[src/unlock_seek_pkg.sv]
// Shared constants for the unlock and seek task-file block.
// Assumes one 20 MHz clock shared by both ends.
package unlock_seek_pkg;

   // *****************************************************************
   // Command codes and register fields
   // *****************************************************************
   localparam logic [7:0] cmd_unlock         = 8'hF2;
   localparam logic [3:0] cmd_seek_nibble    = 4'h7;
   localparam int         lba_select_bit     = 6;
   localparam int         identifier_bit     = 0;
   localparam int         words_per_sector   = 256;
   localparam int         first_pw_word      = 1;
   localparam int         last_pw_word       = 16;
   localparam logic [2:0] attempts_reset     = 3'h5;
   localparam int         seek_time_cycles   = 8;

   // Error flag positions.
   localparam int err_uncorrectable = 6;
   localparam int err_target_nf     = 4;
   localparam int err_aborted       = 2;
   // Status flag positions.
   localparam int st_busy           = 7;
   localparam int st_ready          = 6;
   localparam int st_seek_complete  = 4;
   localparam int st_data_request   = 3;
   localparam int st_error          = 0;

   // *****************************************************************
   // Controller registers over APB (byte addresses)
   // *****************************************************************
   localparam logic [7:0] reg_command  = 8'h00;
   localparam logic [7:0] reg_taskfile = 8'h04;
   localparam logic [7:0] reg_data     = 8'h08;
   localparam logic [7:0] reg_result   = 8'h0C;
   localparam logic [7:0] reg_address  = 8'h10;
   localparam logic [7:0] reg_irq_stat = 8'h14;
   localparam logic [7:0] reg_irq_mask = 8'h18;
   localparam logic [1:0] irq_done     = 2'h1;
   localparam logic [1:0] irq_drq      = 2'h2;

endpackage : unlock_seek_pkg

[src/taskfile_if.sv]
// Task-file link between the host controller and the drive end.
// Assumes both ends share pclk and presetn.
`timescale 1ns/100ps
`default_nettype none
interface taskfile_if;
   logic [7:0]  command;
   logic        command_strobe;
   logic [7:0]  sector_number;
   logic [7:0]  cylinder_low;
   logic [7:0]  cylinder_high;
   logic [7:0]  device_head;
   logic [15:0] data_word;
   logic        data_strobe;
   logic [7:0]  command_error_flags;
   logic [7:0]  command_status_flags;
   logic [7:0]  ret_sector_number;
   logic [7:0]  ret_cylinder_low;
   logic [7:0]  ret_cylinder_high;
   logic [3:0]  ret_head;

   modport host (output command, command_strobe, sector_number, cylinder_low,
                 cylinder_high, device_head, data_word, data_strobe,
                 input command_error_flags, command_status_flags,
                 ret_sector_number, ret_cylinder_low, ret_cylinder_high, ret_head);
   modport device (input command, command_strobe, sector_number, cylinder_low,
                   cylinder_high, device_head, data_word, data_strobe,
                   output command_error_flags, command_status_flags,
                   ret_sector_number, ret_cylinder_low, ret_cylinder_high, ret_head);
endinterface : taskfile_if
`default_nettype wire

[src/drive_security_seek.sv]
// Drive end: unlock command with password check, and seek command.
// Assumes the host writes one word per data_strobe while data request is shown.
`timescale 1ns/100ps
`default_nettype none
module drive_security_seek
(
   // Clock and reset.
   input  wire logic        pclk,
   input  wire logic        presetn,
   // Task-file link.
   taskfile_if.device       tf,
   // Stored security settings.
   input  wire logic        security_enabled,
   input  wire logic        level_maximum,
   input  wire logic [15:0] master_password [16],
   input  wire logic [15:0] user_password [16],
   // Drive state.
   output logic             locked,
   output logic [2:0]       attempts_left,
   output logic [27:0]      current_address
);

   // ****************************************************************
   // State
   // ****************************************************************
   typedef enum logic [1:0] {idle, receive, seeking} phase_type;

   typedef struct packed {
      phase_type   phase;
      logic        locked;
      logic [2:0]  attempts;
      logic [8:0]  word_count;
      logic        use_master;
      logic        mismatch;
      logic [3:0]  seek_timer;
      logic [27:0] address;
      logic [7:0]  error_flags;
      logic [7:0]  status_flags;
   } state_type;

   localparam int st_busy          = unlock_seek_pkg::st_busy;
   localparam int st_seek_complete = unlock_seek_pkg::st_seek_complete;
   localparam int st_data_request  = unlock_seek_pkg::st_data_request;
   localparam int st_error         = unlock_seek_pkg::st_error;

   state_type state;
   state_type next_state;
   logic      pw_equal;

   always_comb
   begin
      logic [15:0] expect_word;
      expect_word = 16'h0000;
      next_state = state;
      pw_equal = 1'b0;
      unique case (state.phase)
         idle:
         begin
            if (tf.command_strobe)
            begin
               next_state.error_flags = 8'h00;
               next_state.status_flags[st_error] = 1'b0;
               if (tf.command == unlock_seek_pkg::cmd_unlock)
               begin
                  // Reject before any data so the host sees a pre-sector abort.
                  if (state.attempts == 3'h0)
                  begin
                     next_state.error_flags[unlock_seek_pkg::err_aborted] = 1'b1;
                     next_state.status_flags[st_error] = 1'b1;
                  end
                  else
                  begin
                     next_state.phase = receive;
                     next_state.word_count = 9'h000;
                     next_state.mismatch = 1'b0;
                     next_state.status_flags[st_busy] = 1'b0;
                     next_state.status_flags[st_data_request] = 1'b1;
                  end
               end
               else if (tf.command[7:4] == unlock_seek_pkg::cmd_seek_nibble)
               begin
                  next_state.phase = seeking;
                  next_state.seek_timer = 4'h0;
                  next_state.status_flags[st_busy] = 1'b1;
                  next_state.status_flags[st_seek_complete] = 1'b0;
                  if (tf.device_head[unlock_seek_pkg::lba_select_bit])
                     next_state.address = {tf.device_head[3:0], tf.cylinder_high,
                                           tf.cylinder_low, tf.sector_number};
                  else
                     next_state.address = {tf.device_head[3:0], tf.cylinder_high,
                                           tf.cylinder_low, 8'h00};
               end
               else
               begin
                  next_state.error_flags[unlock_seek_pkg::err_aborted] = 1'b1;
                  next_state.status_flags[st_error] = 1'b1;
               end
            end
         end
         receive:
         begin
            if (tf.data_strobe)
            begin
               if (state.word_count == 9'h000)
                  next_state.use_master = tf.data_word[unlock_seek_pkg::identifier_bit];
               else if (state.word_count <= 9'(unlock_seek_pkg::last_pw_word))
               begin
                  expect_word = state.use_master ? master_password[state.word_count[3:0] - 4'h1]
                                                 : user_password[state.word_count[3:0] - 4'h1];
                  if (tf.data_word != expect_word)
                     next_state.mismatch = 1'b1;
               end
               next_state.word_count = state.word_count + 9'h001;
               if (state.word_count == 9'(unlock_seek_pkg::words_per_sector - 1))
               begin
                  next_state.phase = idle;
                  next_state.status_flags[st_data_request] = 1'b0;
                  pw_equal = !state.mismatch;
                  if (!state.use_master && !security_enabled)
                  begin
                     next_state.error_flags[unlock_seek_pkg::err_aborted] = 1'b1;
                     next_state.status_flags[st_error] = 1'b1;
                  end
                  else if (state.use_master && level_maximum)
                  begin
                     next_state.error_flags[unlock_seek_pkg::err_aborted] = 1'b1;
                     next_state.status_flags[st_error] = 1'b1;
                  end
                  else if (pw_equal)
                     next_state.locked = 1'b0;
                  else
                  begin
                     // Only a mismatch costs an attempt once the sector is in.
                     next_state.error_flags[unlock_seek_pkg::err_aborted] = 1'b1;
                     next_state.status_flags[st_error] = 1'b1;
                     next_state.attempts = state.attempts - 3'h1;
                  end
               end
            end
         end
         seeking:
         begin
            next_state.seek_timer = state.seek_timer + 4'h1;
            if (state.seek_timer == 4'(unlock_seek_pkg::seek_time_cycles - 1))
            begin
               next_state.phase = idle;
               next_state.status_flags[st_busy] = 1'b0;
               next_state.status_flags[st_seek_complete] = 1'b1;
            end
         end
      endcase
   end

   always_ff @(posedge pclk or negedge presetn)
   begin
      if (!presetn)
      begin
         state.phase <= idle;
         state.locked <= 1'b1;
         state.attempts <= unlock_seek_pkg::attempts_reset;
         state.word_count <= 9'h000;
         state.use_master <= 1'b0;
         state.mismatch <= 1'b0;
         state.seek_timer <= 4'h0;
         state.address <= 28'h0000000;
         state.error_flags <= 8'h00;
         state.status_flags <= 8'h40;
      end
      else
         state <= next_state;
   end

   // ****************************************************************
   // Outputs
   // ****************************************************************
   assign tf.command_error_flags  = state.error_flags;
   assign tf.command_status_flags = state.status_flags;
   assign tf.ret_sector_number    = state.address[7:0];
   assign tf.ret_cylinder_low     = state.address[15:8];
   assign tf.ret_cylinder_high    = state.address[23:16];
   assign tf.ret_head             = state.address[27:24];
   assign locked                  = state.locked;
   assign attempts_left           = state.attempts;
   assign current_address         = state.address;

endmodule : drive_security_seek
`default_nettype wire

[src/flat_wrapper.sv]
// flat-port wrapper written by rule: the top's interface ports become plain ports
module drive_security_seek_flat 
  (pclk, presetn, security_enabled, level_maximum, master_password, user_password, locked, attempts_left, current_address, tf_command, tf_command_strobe, tf_sector_number, tf_cylinder_low, tf_cylinder_high, tf_device_head, tf_data_word, tf_data_strobe, tf_command_error_flags, tf_command_status_flags, tf_ret_sector_number, tf_ret_cylinder_low, tf_ret_cylinder_high, tf_ret_head);
  taskfile_if tf_i ();
  input  wire logic pclk;
  input  wire logic presetn;
  input  wire logic security_enabled;
  input  wire logic level_maximum;
  input  wire logic [15:0] master_password[16];
  input  wire logic [15:0] user_password[16];
  output logic locked;
  output logic [2:0] attempts_left;
  output logic [27:0] current_address;
  input wire logic [$bits(tf_i.command)-1:0] tf_command;
  input wire logic [$bits(tf_i.command_strobe)-1:0] tf_command_strobe;
  input wire logic [$bits(tf_i.sector_number)-1:0] tf_sector_number;
  input wire logic [$bits(tf_i.cylinder_low)-1:0] tf_cylinder_low;
  input wire logic [$bits(tf_i.cylinder_high)-1:0] tf_cylinder_high;
  input wire logic [$bits(tf_i.device_head)-1:0] tf_device_head;
  input wire logic [$bits(tf_i.data_word)-1:0] tf_data_word;
  input wire logic [$bits(tf_i.data_strobe)-1:0] tf_data_strobe;
  output wire logic [$bits(tf_i.command_error_flags)-1:0] tf_command_error_flags;
  output wire logic [$bits(tf_i.command_status_flags)-1:0] tf_command_status_flags;
  output wire logic [$bits(tf_i.ret_sector_number)-1:0] tf_ret_sector_number;
  output wire logic [$bits(tf_i.ret_cylinder_low)-1:0] tf_ret_cylinder_low;
  output wire logic [$bits(tf_i.ret_cylinder_high)-1:0] tf_ret_cylinder_high;
  output wire logic [$bits(tf_i.ret_head)-1:0] tf_ret_head;
  assign tf_i.command = tf_command;
  assign tf_i.command_strobe = tf_command_strobe;
  assign tf_i.sector_number = tf_sector_number;
  assign tf_i.cylinder_low = tf_cylinder_low;
  assign tf_i.cylinder_high = tf_cylinder_high;
  assign tf_i.device_head = tf_device_head;
  assign tf_i.data_word = tf_data_word;
  assign tf_i.data_strobe = tf_data_strobe;
  assign tf_command_error_flags = tf_i.command_error_flags;
  assign tf_command_status_flags = tf_i.command_status_flags;
  assign tf_ret_sector_number = tf_i.ret_sector_number;
  assign tf_ret_cylinder_low = tf_i.ret_cylinder_low;
  assign tf_ret_cylinder_high = tf_i.ret_cylinder_high;
  assign tf_ret_head = tf_i.ret_head;
  drive_security_seek u_core (.pclk(pclk), .presetn(presetn), .tf(tf_i), .security_enabled(security_enabled), .level_maximum(level_maximum), .master_password(master_password), .user_password(user_password), .locked(locked), .attempts_left(attempts_left), .current_address(current_address));
endmodule
[config.mk]
export PLATFORM = sky130hd
export DESIGN_NAME = drive_security_seek_flat
export DESIGN_NICKNAME = d
export VERILOG_FILES = /design/src/unlock_seek_pkg.sv /design/src/taskfile_if.sv /design/src/drive_security_seek.sv /design/src/flat_wrapper.sv
export SDC_FILE = /design/constraint.sdc
export NUM_CORES = 1
export LEC_CHECK = 0
export BUFFER_PORTS_ARGS = -buffer_cell sky130_fd_sc_hd__buf_2
export CAP_MARGIN = 10
export CORE_AREA = 5 5 253 255
export CTS_CLUSTER_SIZE = 24
export DETAILED_ROUTE_END_ITERATION = 10
export DIE_AREA = 0 0 258 260
export GPL_ROUTABILITY_DRIVEN = 0
export GPL_TIMING_DRIVEN = 0
export MAX_ROUTING_LAYER = met4
export PLACE_DENSITY = 0.34
export SLEW_MARGIN = 15
export SYNTH_ARGS = -nofsm -noshare
export SYNTH_HDL_FRONTEND = slang
export SYNTH_SLANG_ARGS = --single-unit
[constraint.sdc]
create_clock -name pclk -period 6.2 [get_ports pclk]
set_input_delay 0 -clock pclk [delete_from_list [all_inputs] [get_ports pclk]]
set_output_delay 0 -clock pclk [all_outputs]
set_load 0.05 [all_outputs]
==> impl_metrics.json, run 1 <==
{
  "rsz0062_at_grt": "false",
  "highest_layer": "met4",
  "worstSetupEndpointType": "flop",
  "yosysSeqAreaShare": 0.186,
  "clock.fmax_mhz": 178,
  "nets": 1877,
  "yosysTopAreaCell": "mux4_2",
  "ys_types": 50,
  "synth_top_family_by_area": "multiplexers",
  "placedCellCount": 2046,
  "antenna_found_initial": 33,
  "met2WireLength_um": 29200,
  "die_w_um": 258,
  "synthToLayoutAreaGrowth_pct": 65.6,
  "critPathArrivalTime_ns": 5.79,
  "slew_viol_final": 0,
  "die_h_um": 260,
  "synth_fa_ha_area_frac": 0.0172,
  "clk_path_buf_depth": 2,
  "yosysWarnings": 0,
  "slew_headroom": 0.282,
  "yosysTopAreaCellShare": 0.471,
  "grt_pass1_wl_um": 71500,
  "synthSimpleGateAreaFrac": 0.0993,
  "hp-class": "input port to flop",
  "core_area_mm2": 0.0614,
  "fin_crit_sh": 0.906,
  "synth.mux.area_fraction": 0.502,
  "clock_tree.root_cell": "clkbuf_16",
  "drive_gt1_frac": 0.702,
  "dr.pass1.iters": 4,
  "synth.ff_latch_count": 54,
  "cp_max_fo": 10,
  "die-area_mm2": 0.0671,
  "grt_pass1_vias": 9504,
  "vias_per_cell": 3.95,
  "numClockSinks": 54,
  "status": "finished clean",
  "synthXorXnorAreaFrac": 0.0386,
  "min_period_ns": 5.62,
  "hold_viol": 0,
  "postSynthCellCount": 613,
  "hold-worst-slack_ns": 0.0712,
  "clock_skew_ns": 0.00244,
  "final_cell_mix": "642 x buf_2, 152 x mux4_2, 98 x nand2_1, 82 x buf_4, 51 x dfrtp_1",
  "ios": 650,
  "place_hpwl_um": 47300,
  "portBuffers": 633,
  "cts_buffers": 5,
  "finalSetupViolations": 0,
  "tightest_slew_ns": 1.08,
  "drtAntennaViolNets": 0,
  "wl_met3_um": 3150,
  "vias": 8306,
  "grt_max_degree": 55,
  "tritoncts": "done",
  "required_ns": 6.37,
  "drcViolationCount": 0,
  "path_class": "flop to flop",
  "stdcell_count": 2102,
  "cts-htree-levels": 2,
  "path_clk_slew_ns": 0.07,
  "p_leak_nw": 5.77,
  "m1WireLength_um": 19400,
  "synthTopCellsByArea": "mux4_2 47%, dfrtp_1 18%, buf_4 8.2%",
  "gr-total-overflow": 0,
  "routedWlPerCell_um": 25.1,
  "final_common_cell": "buf_2",
  "syn_area_mm2": 0.00727,
  "rows": 91,
  "ys.flop_type": "dfrtp_1",
  "start_util": 0.118,
  "drt_first_iter_violations": 343,
  "power.density_mw_per_mm2": 213,
  "maxCapViolCount": 0,
  "synth-compound-area-share": 0.0429,
  "grt_usage": 0.153,
  "synth_edf_count": 0,
  "syn_area_per_cell_um2": 11.9,
  "async_flop_share": 1.00,
  "ir_worst_vdd_mv": 0.112,
  "clk_latency_ns": 0.30,
  "finalWirelength_um": 52700,
  "start_kind": "flop"
}
worst paths after layout:
path                       slack [ns]                          to         startpoint  depth (start not counted)
max                              0.58            u_core.state[48]   u_core.state[50]                         15
min                              0.07   u_core.current_address[4]  tf_device_head[6]                          3
max reg2reg                      0.58            u_core.state[48]   u_core.state[50]                         15
min reg2reg                      0.47               u_core.locked      u_core.locked                          1
max in group asynchronous        5.37            u_core.state[55]            presetn                          2
min in group asynchronous        0.31  u_core.current_address[26]            presetn                          2
power breakdown:
| group | switching, mW | total (mW) | internal (mW) | leakage [nW] |
|---|---|---|---|---|
| Combinational | 1.01 | 1.71 | 0.699 | 5.00 |
| Sequential | 0.0831 | 0.525 | 0.442 | 0.687 |
| Clock | 0.141 | 0.332 | 0.191 | 0.0772 |
| Total | 1.23 | 2.56 | 1.33 | 5.77 |
final cells by class:
cell class                 instances  area, um2
fill                            6842      49300
antenna                           18       45.0
buffer                           123        803
sequential                        54       1360
clock inverter                     2       37.5
inverter                          11       42.5
multi-input combinational        434       5150
timing repair buffer             664       3480
tap                              790        988
clock buffer                       6        129
synth_stat cells, drive strengths merged (2+ instances only):
library cell,instances
o21ai,8
xnor2,21
o21a,2
nand4,2
dfstp,3
nand3,19
and3,5
mux2i,21
or4,2
nor3,2
xor2,11
nand2,98
clkbuf,20
nor2,24
nor4b,2
a31oi,2
a21oi,6
a211oi,2
nor3b,2
mux4,152
a21boi,2
buf,103
nor2b,3
dfrtp,51
ha,10
a2bb2oi,2
a221oi,4
a22o,6
nor4,3
inv,10
conb,2
flip-flops by register name, summed over array words and instances (netlist names):
register and count:
u_core.tf.command_status_flags 4, u_core.attempts_left 3, u_core.state 17, u_core.locked 1, u_core.tf.command_error_flags 1, u_core.current_address 28
layer usage:
| metal | track usage | vias to the layer above |
|---|---|---|
| met5 | - | - |
| met4 | 0.0270 | 0 |
| met3 | 0.0324 | 51 |
| met2 | 0.294 | 425 |
| met1 | 0.164 | 4133 |
| li1 | - | 3697 |
timing repair:
item	4_1_cts	5_1_grt
gates resized for setup	11	9
setup buffers	0	0
setup endpoints to repair	1	1
hold buffers	30	0
cloned	0	0
hold endpoints to repair	80	0
through the flow:
| stage | util | total power [mW] | instance area, um2 | TNS [ns] | worst slack, ns |
|---|---|---|---|---|---|
| after floorplan | - | 1.70 | 7300 | 0 | 1.73 |
| after global placement | 0.187 | 2.23 | 11500 | -1.53 | -1.53 |
| after detailed placement | 0.187 | 2.25 | 11500 | -1.61 | -1.61 |
| after CTS | 0.195 | 2.61 | 12000 | 0 | 0.0235 |
| after global routing | 0.196 | 2.72 | 12000 | 0 | 0.00880 |
| final | 0.196 | 2.56 | 12000 | 0 | 0.580 |
kinds of logic (layout without fill, tap and decap cells):
kind of cell             count (synthesis)  in the layout
multiplexers                           174            174
flip-flops                              54             54
adder cells (fa/ha/maj)                 10             10
AO/OA/AOI/OAI                           42             42
AND/OR/NAND/NOR                        165            165
XOR/XNOR                                32             32
other                                    2             29
buffers and inverters                  134            806
critical path: stages (launching register included):
cell and delay (ns):
dfrtp_1 0.35, buf_2 0.24, buf_4 0.35, buf_4 0.30, clkinv_2 0.26, ha_1 0.51, clkbuf_2 0.34, clkbuf_2 0.38
clkbuf_2 0.42, clkbuf_2 0.48, mux4_2 0.42, a221oi_2 0.49, xor2_1 0.18, nand4_1 0.09, a2111oi_0 0.56, nor3_1 0.08
(Power assumes the default switching activity.)
==> run 2, diff against run 1 <==
==> constraint.sdc (replaced) <==
create_clock -name pclk -period 6.2 [get_ports pclk]
set_input_delay 1.55 -clock pclk [delete_from_list [all_inputs] [get_ports pclk]]
set_output_delay 1.55 -clock pclk [all_outputs]
set_load 0.05 [all_outputs]
==> run 2 against run 1 <==
  * Critical path depth did not move
  * Core utilization fell by 0.48 points
  * Largest power group unchanged
  * Sequential cell count did not move
  * Fmax fell by 0.60%
==> impl_metrics.json, run 2 (synthesized netlist as in run 1, its figures left out) <==
{
  "vias_per_cell": 3.94,
  "clk_latency_ns": 0.30,
  "path_class": "flop to flop",
  "dpl_cell_area_mm2": 0.0115,
  "ios": 650,
  "start_util": 0.118,
  "nets": 1847,
  "place_hpwl_um": 47300,
  "fin_crit_sh": 0.912,
  "p_leak_nw": 5.64,
  "cp_max_fo": 10,
  "cts_buffers": 5,
  "vias": 8178,
  "finalWirelength_um": 52500,
  "min_from": "u_core.locked",
  "clock.fmax_mhz": 177,
  "cts-htree-levels": 2,
  "dr.pass1.iters": 4,
  "drt_first_iter_violations": 346,
  "fin_total_pwr_mw": 2.55,
  "utilization": 0.191,
  "antenna_found_initial": 34,
  "die_h_um": 260,
  "grt_pass1_wl_um": 71000,
  "rsz0062_at_grt": "false",
  "ff2ff_path_depth": 15,
  "drtAntennaViolNets": 0,
  "finalSetupViolations": 0,
  "hp-class": "flop to flop",
  "clock_skew_ns": 0.00218,
  "portBuffers": 633,
  "grt_usage": 0.153,
  "rows": 91,
  "slew_headroom": 0.270,
  "required_ns": 6.37,
  "die-area_mm2": 0.0671,
  "worst_r2r_endpoint": "u_core.state[48]",
  "largest_reg_flops": 28,
  "fin_area_mm2": 0.0117,
  "holdBufCountCts": 0,
  "crit_start": "u_core.state[50]",
  "worstSetupEndpointType": "flop",
  "ir_worst_vdd_mv": 0.112,
  "maxCapViolCount": 0,
  "final_cell_mix": "642 x buf_2, 152 x mux4_2, 98 x nand2_1, 82 x buf_4, 51 x dfrtp_1",
  "die_w_um": 258,
  "gr-total-overflow": 0,
  "power.density_mw_per_mm2": 217,
  "status": "finished clean",
  "postCtsSetupRepairBufs": 0,
  "numClockSinks": 54,
  "grt_pass1_vias": 9368,
  "min_period_ns": 5.65,
  "endpoint": "u_core.state[48]",
  "drcViolationCount": 0,
  "hold_viol": 0,
  "tritoncts": "done",
  "clk_path_buf_depth": 2,
  "slew_viol_final": 0,
  "synthToLayoutAreaGrowth_pct": 61.6,
  "rr_startpoint": "u_core.state[50]",
  "n_fill_cell": 6858,
  "reg2reg_slack_ns": 0.55,
  "critPathArrivalTime_ns": 5.82,
  "path_clk_slew_ns": 0.07,
  "routedWlPerCell_um": 25.3,
  "final_common_cell": "buf_2",
  "grt_max_degree": 55,
  "drive_gt1_frac": 0.719,
  "tightest_slew_ns": 1.10,
  "start_kind": "flop",
  "clock_tree.root_cell": "clkbuf_16",
  "core_area_mm2": 0.0614
}
==> run 2: layer usage <==
metal,up-vias,track usage,part of all wire
li1,3643,-,-
met1,4070,0.162,0.36
met2,414,0.293,0.56
met3,51,0.0342,0.065
met4,0,0.0270,0.018
met5,-,-,0
==> run 2: worst min-delay path by stage <==
stage / endpoint / slack [ns] / cells past startpoint
finish: u_core.locked / 0.47 / 1
global placement: u_core.locked / 0.46 / 1
global route: u_core.locked / 0.48 / 1
floorplan: u_core.tf.command_status_flags[3] / 0.45 / 1
detailed placement: u_core.locked / 0.47 / 1
CTS: u_core.locked / 0.48 / 1
==> run 2: where the power goes <==
part | leakage (nW) | total [mW] | internal, mW | switching, mW
clock network | 0.0772 | 0.331 | 0.191 | 0.140
registers | 0.687 | 0.524 | 0.442 | 0.0823
logic | 4.88 | 1.69 | 0.686 | 1.00
==> run 2: worst max-delay path, cell delays in order (launching register included) <==
cell and delay [ns]:
dfrtp_1 0.35, buf_2 0.25, buf_4 0.35, buf_4 0.30, clkinv_2 0.27, ha_1 0.52, clkbuf_2 0.35, clkbuf_2 0.38
clkbuf_2 0.42, clkbuf_2 0.48, mux4_2 0.42, a221oi_2 0.49, xor2_1 0.18, nand4_1 0.09, a2111oi_0 0.56, nor3_1 0.08
==> run 2: stage by stage <==
step	TNS (ns)	setup slack [ns]	cells	hold slack, ns
6_report	0	0.546	2074	0.469
5_1_grt	0	0.00880	2071	0.481
4_1_cts	0	0.0235	2054	0.477
3_5_place_dp	-1.61	-1.61	2046	0.465
3_3_place_gp	-1.53	-1.53	2045	0.459
2_1_floorplan	0	1.73	622	0.451
==> run 2: area by class of cell <==
| cell class | count | area, um2 | share of cell area |
|---|---|---|---|
| inverters | 11 | 42.5 | 0.00362 |
| clock inverters | 2 | 37.5 | 0.00320 |
| flip-flops and latches | 54 | 1360 | 0.115 |
| clock buffers | 6 | 129 | 0.0110 |
| well taps | 790 | 988 | 0.0842 |
| plain buffers | 123 | 803 | 0.0684 |
| multi-input cells | 434 | 5150 | 0.439 |
| diodes | 20 | 50.0 | 0.00426 |
| repair buffers | 634 | 3180 | 0.271 |
==> run 2: what timing repair did <==
action                     in CTS  in global routing
setup endpoints to repair       1                  1
gates cloned                    0                  0
gates resized for setup        11                  9
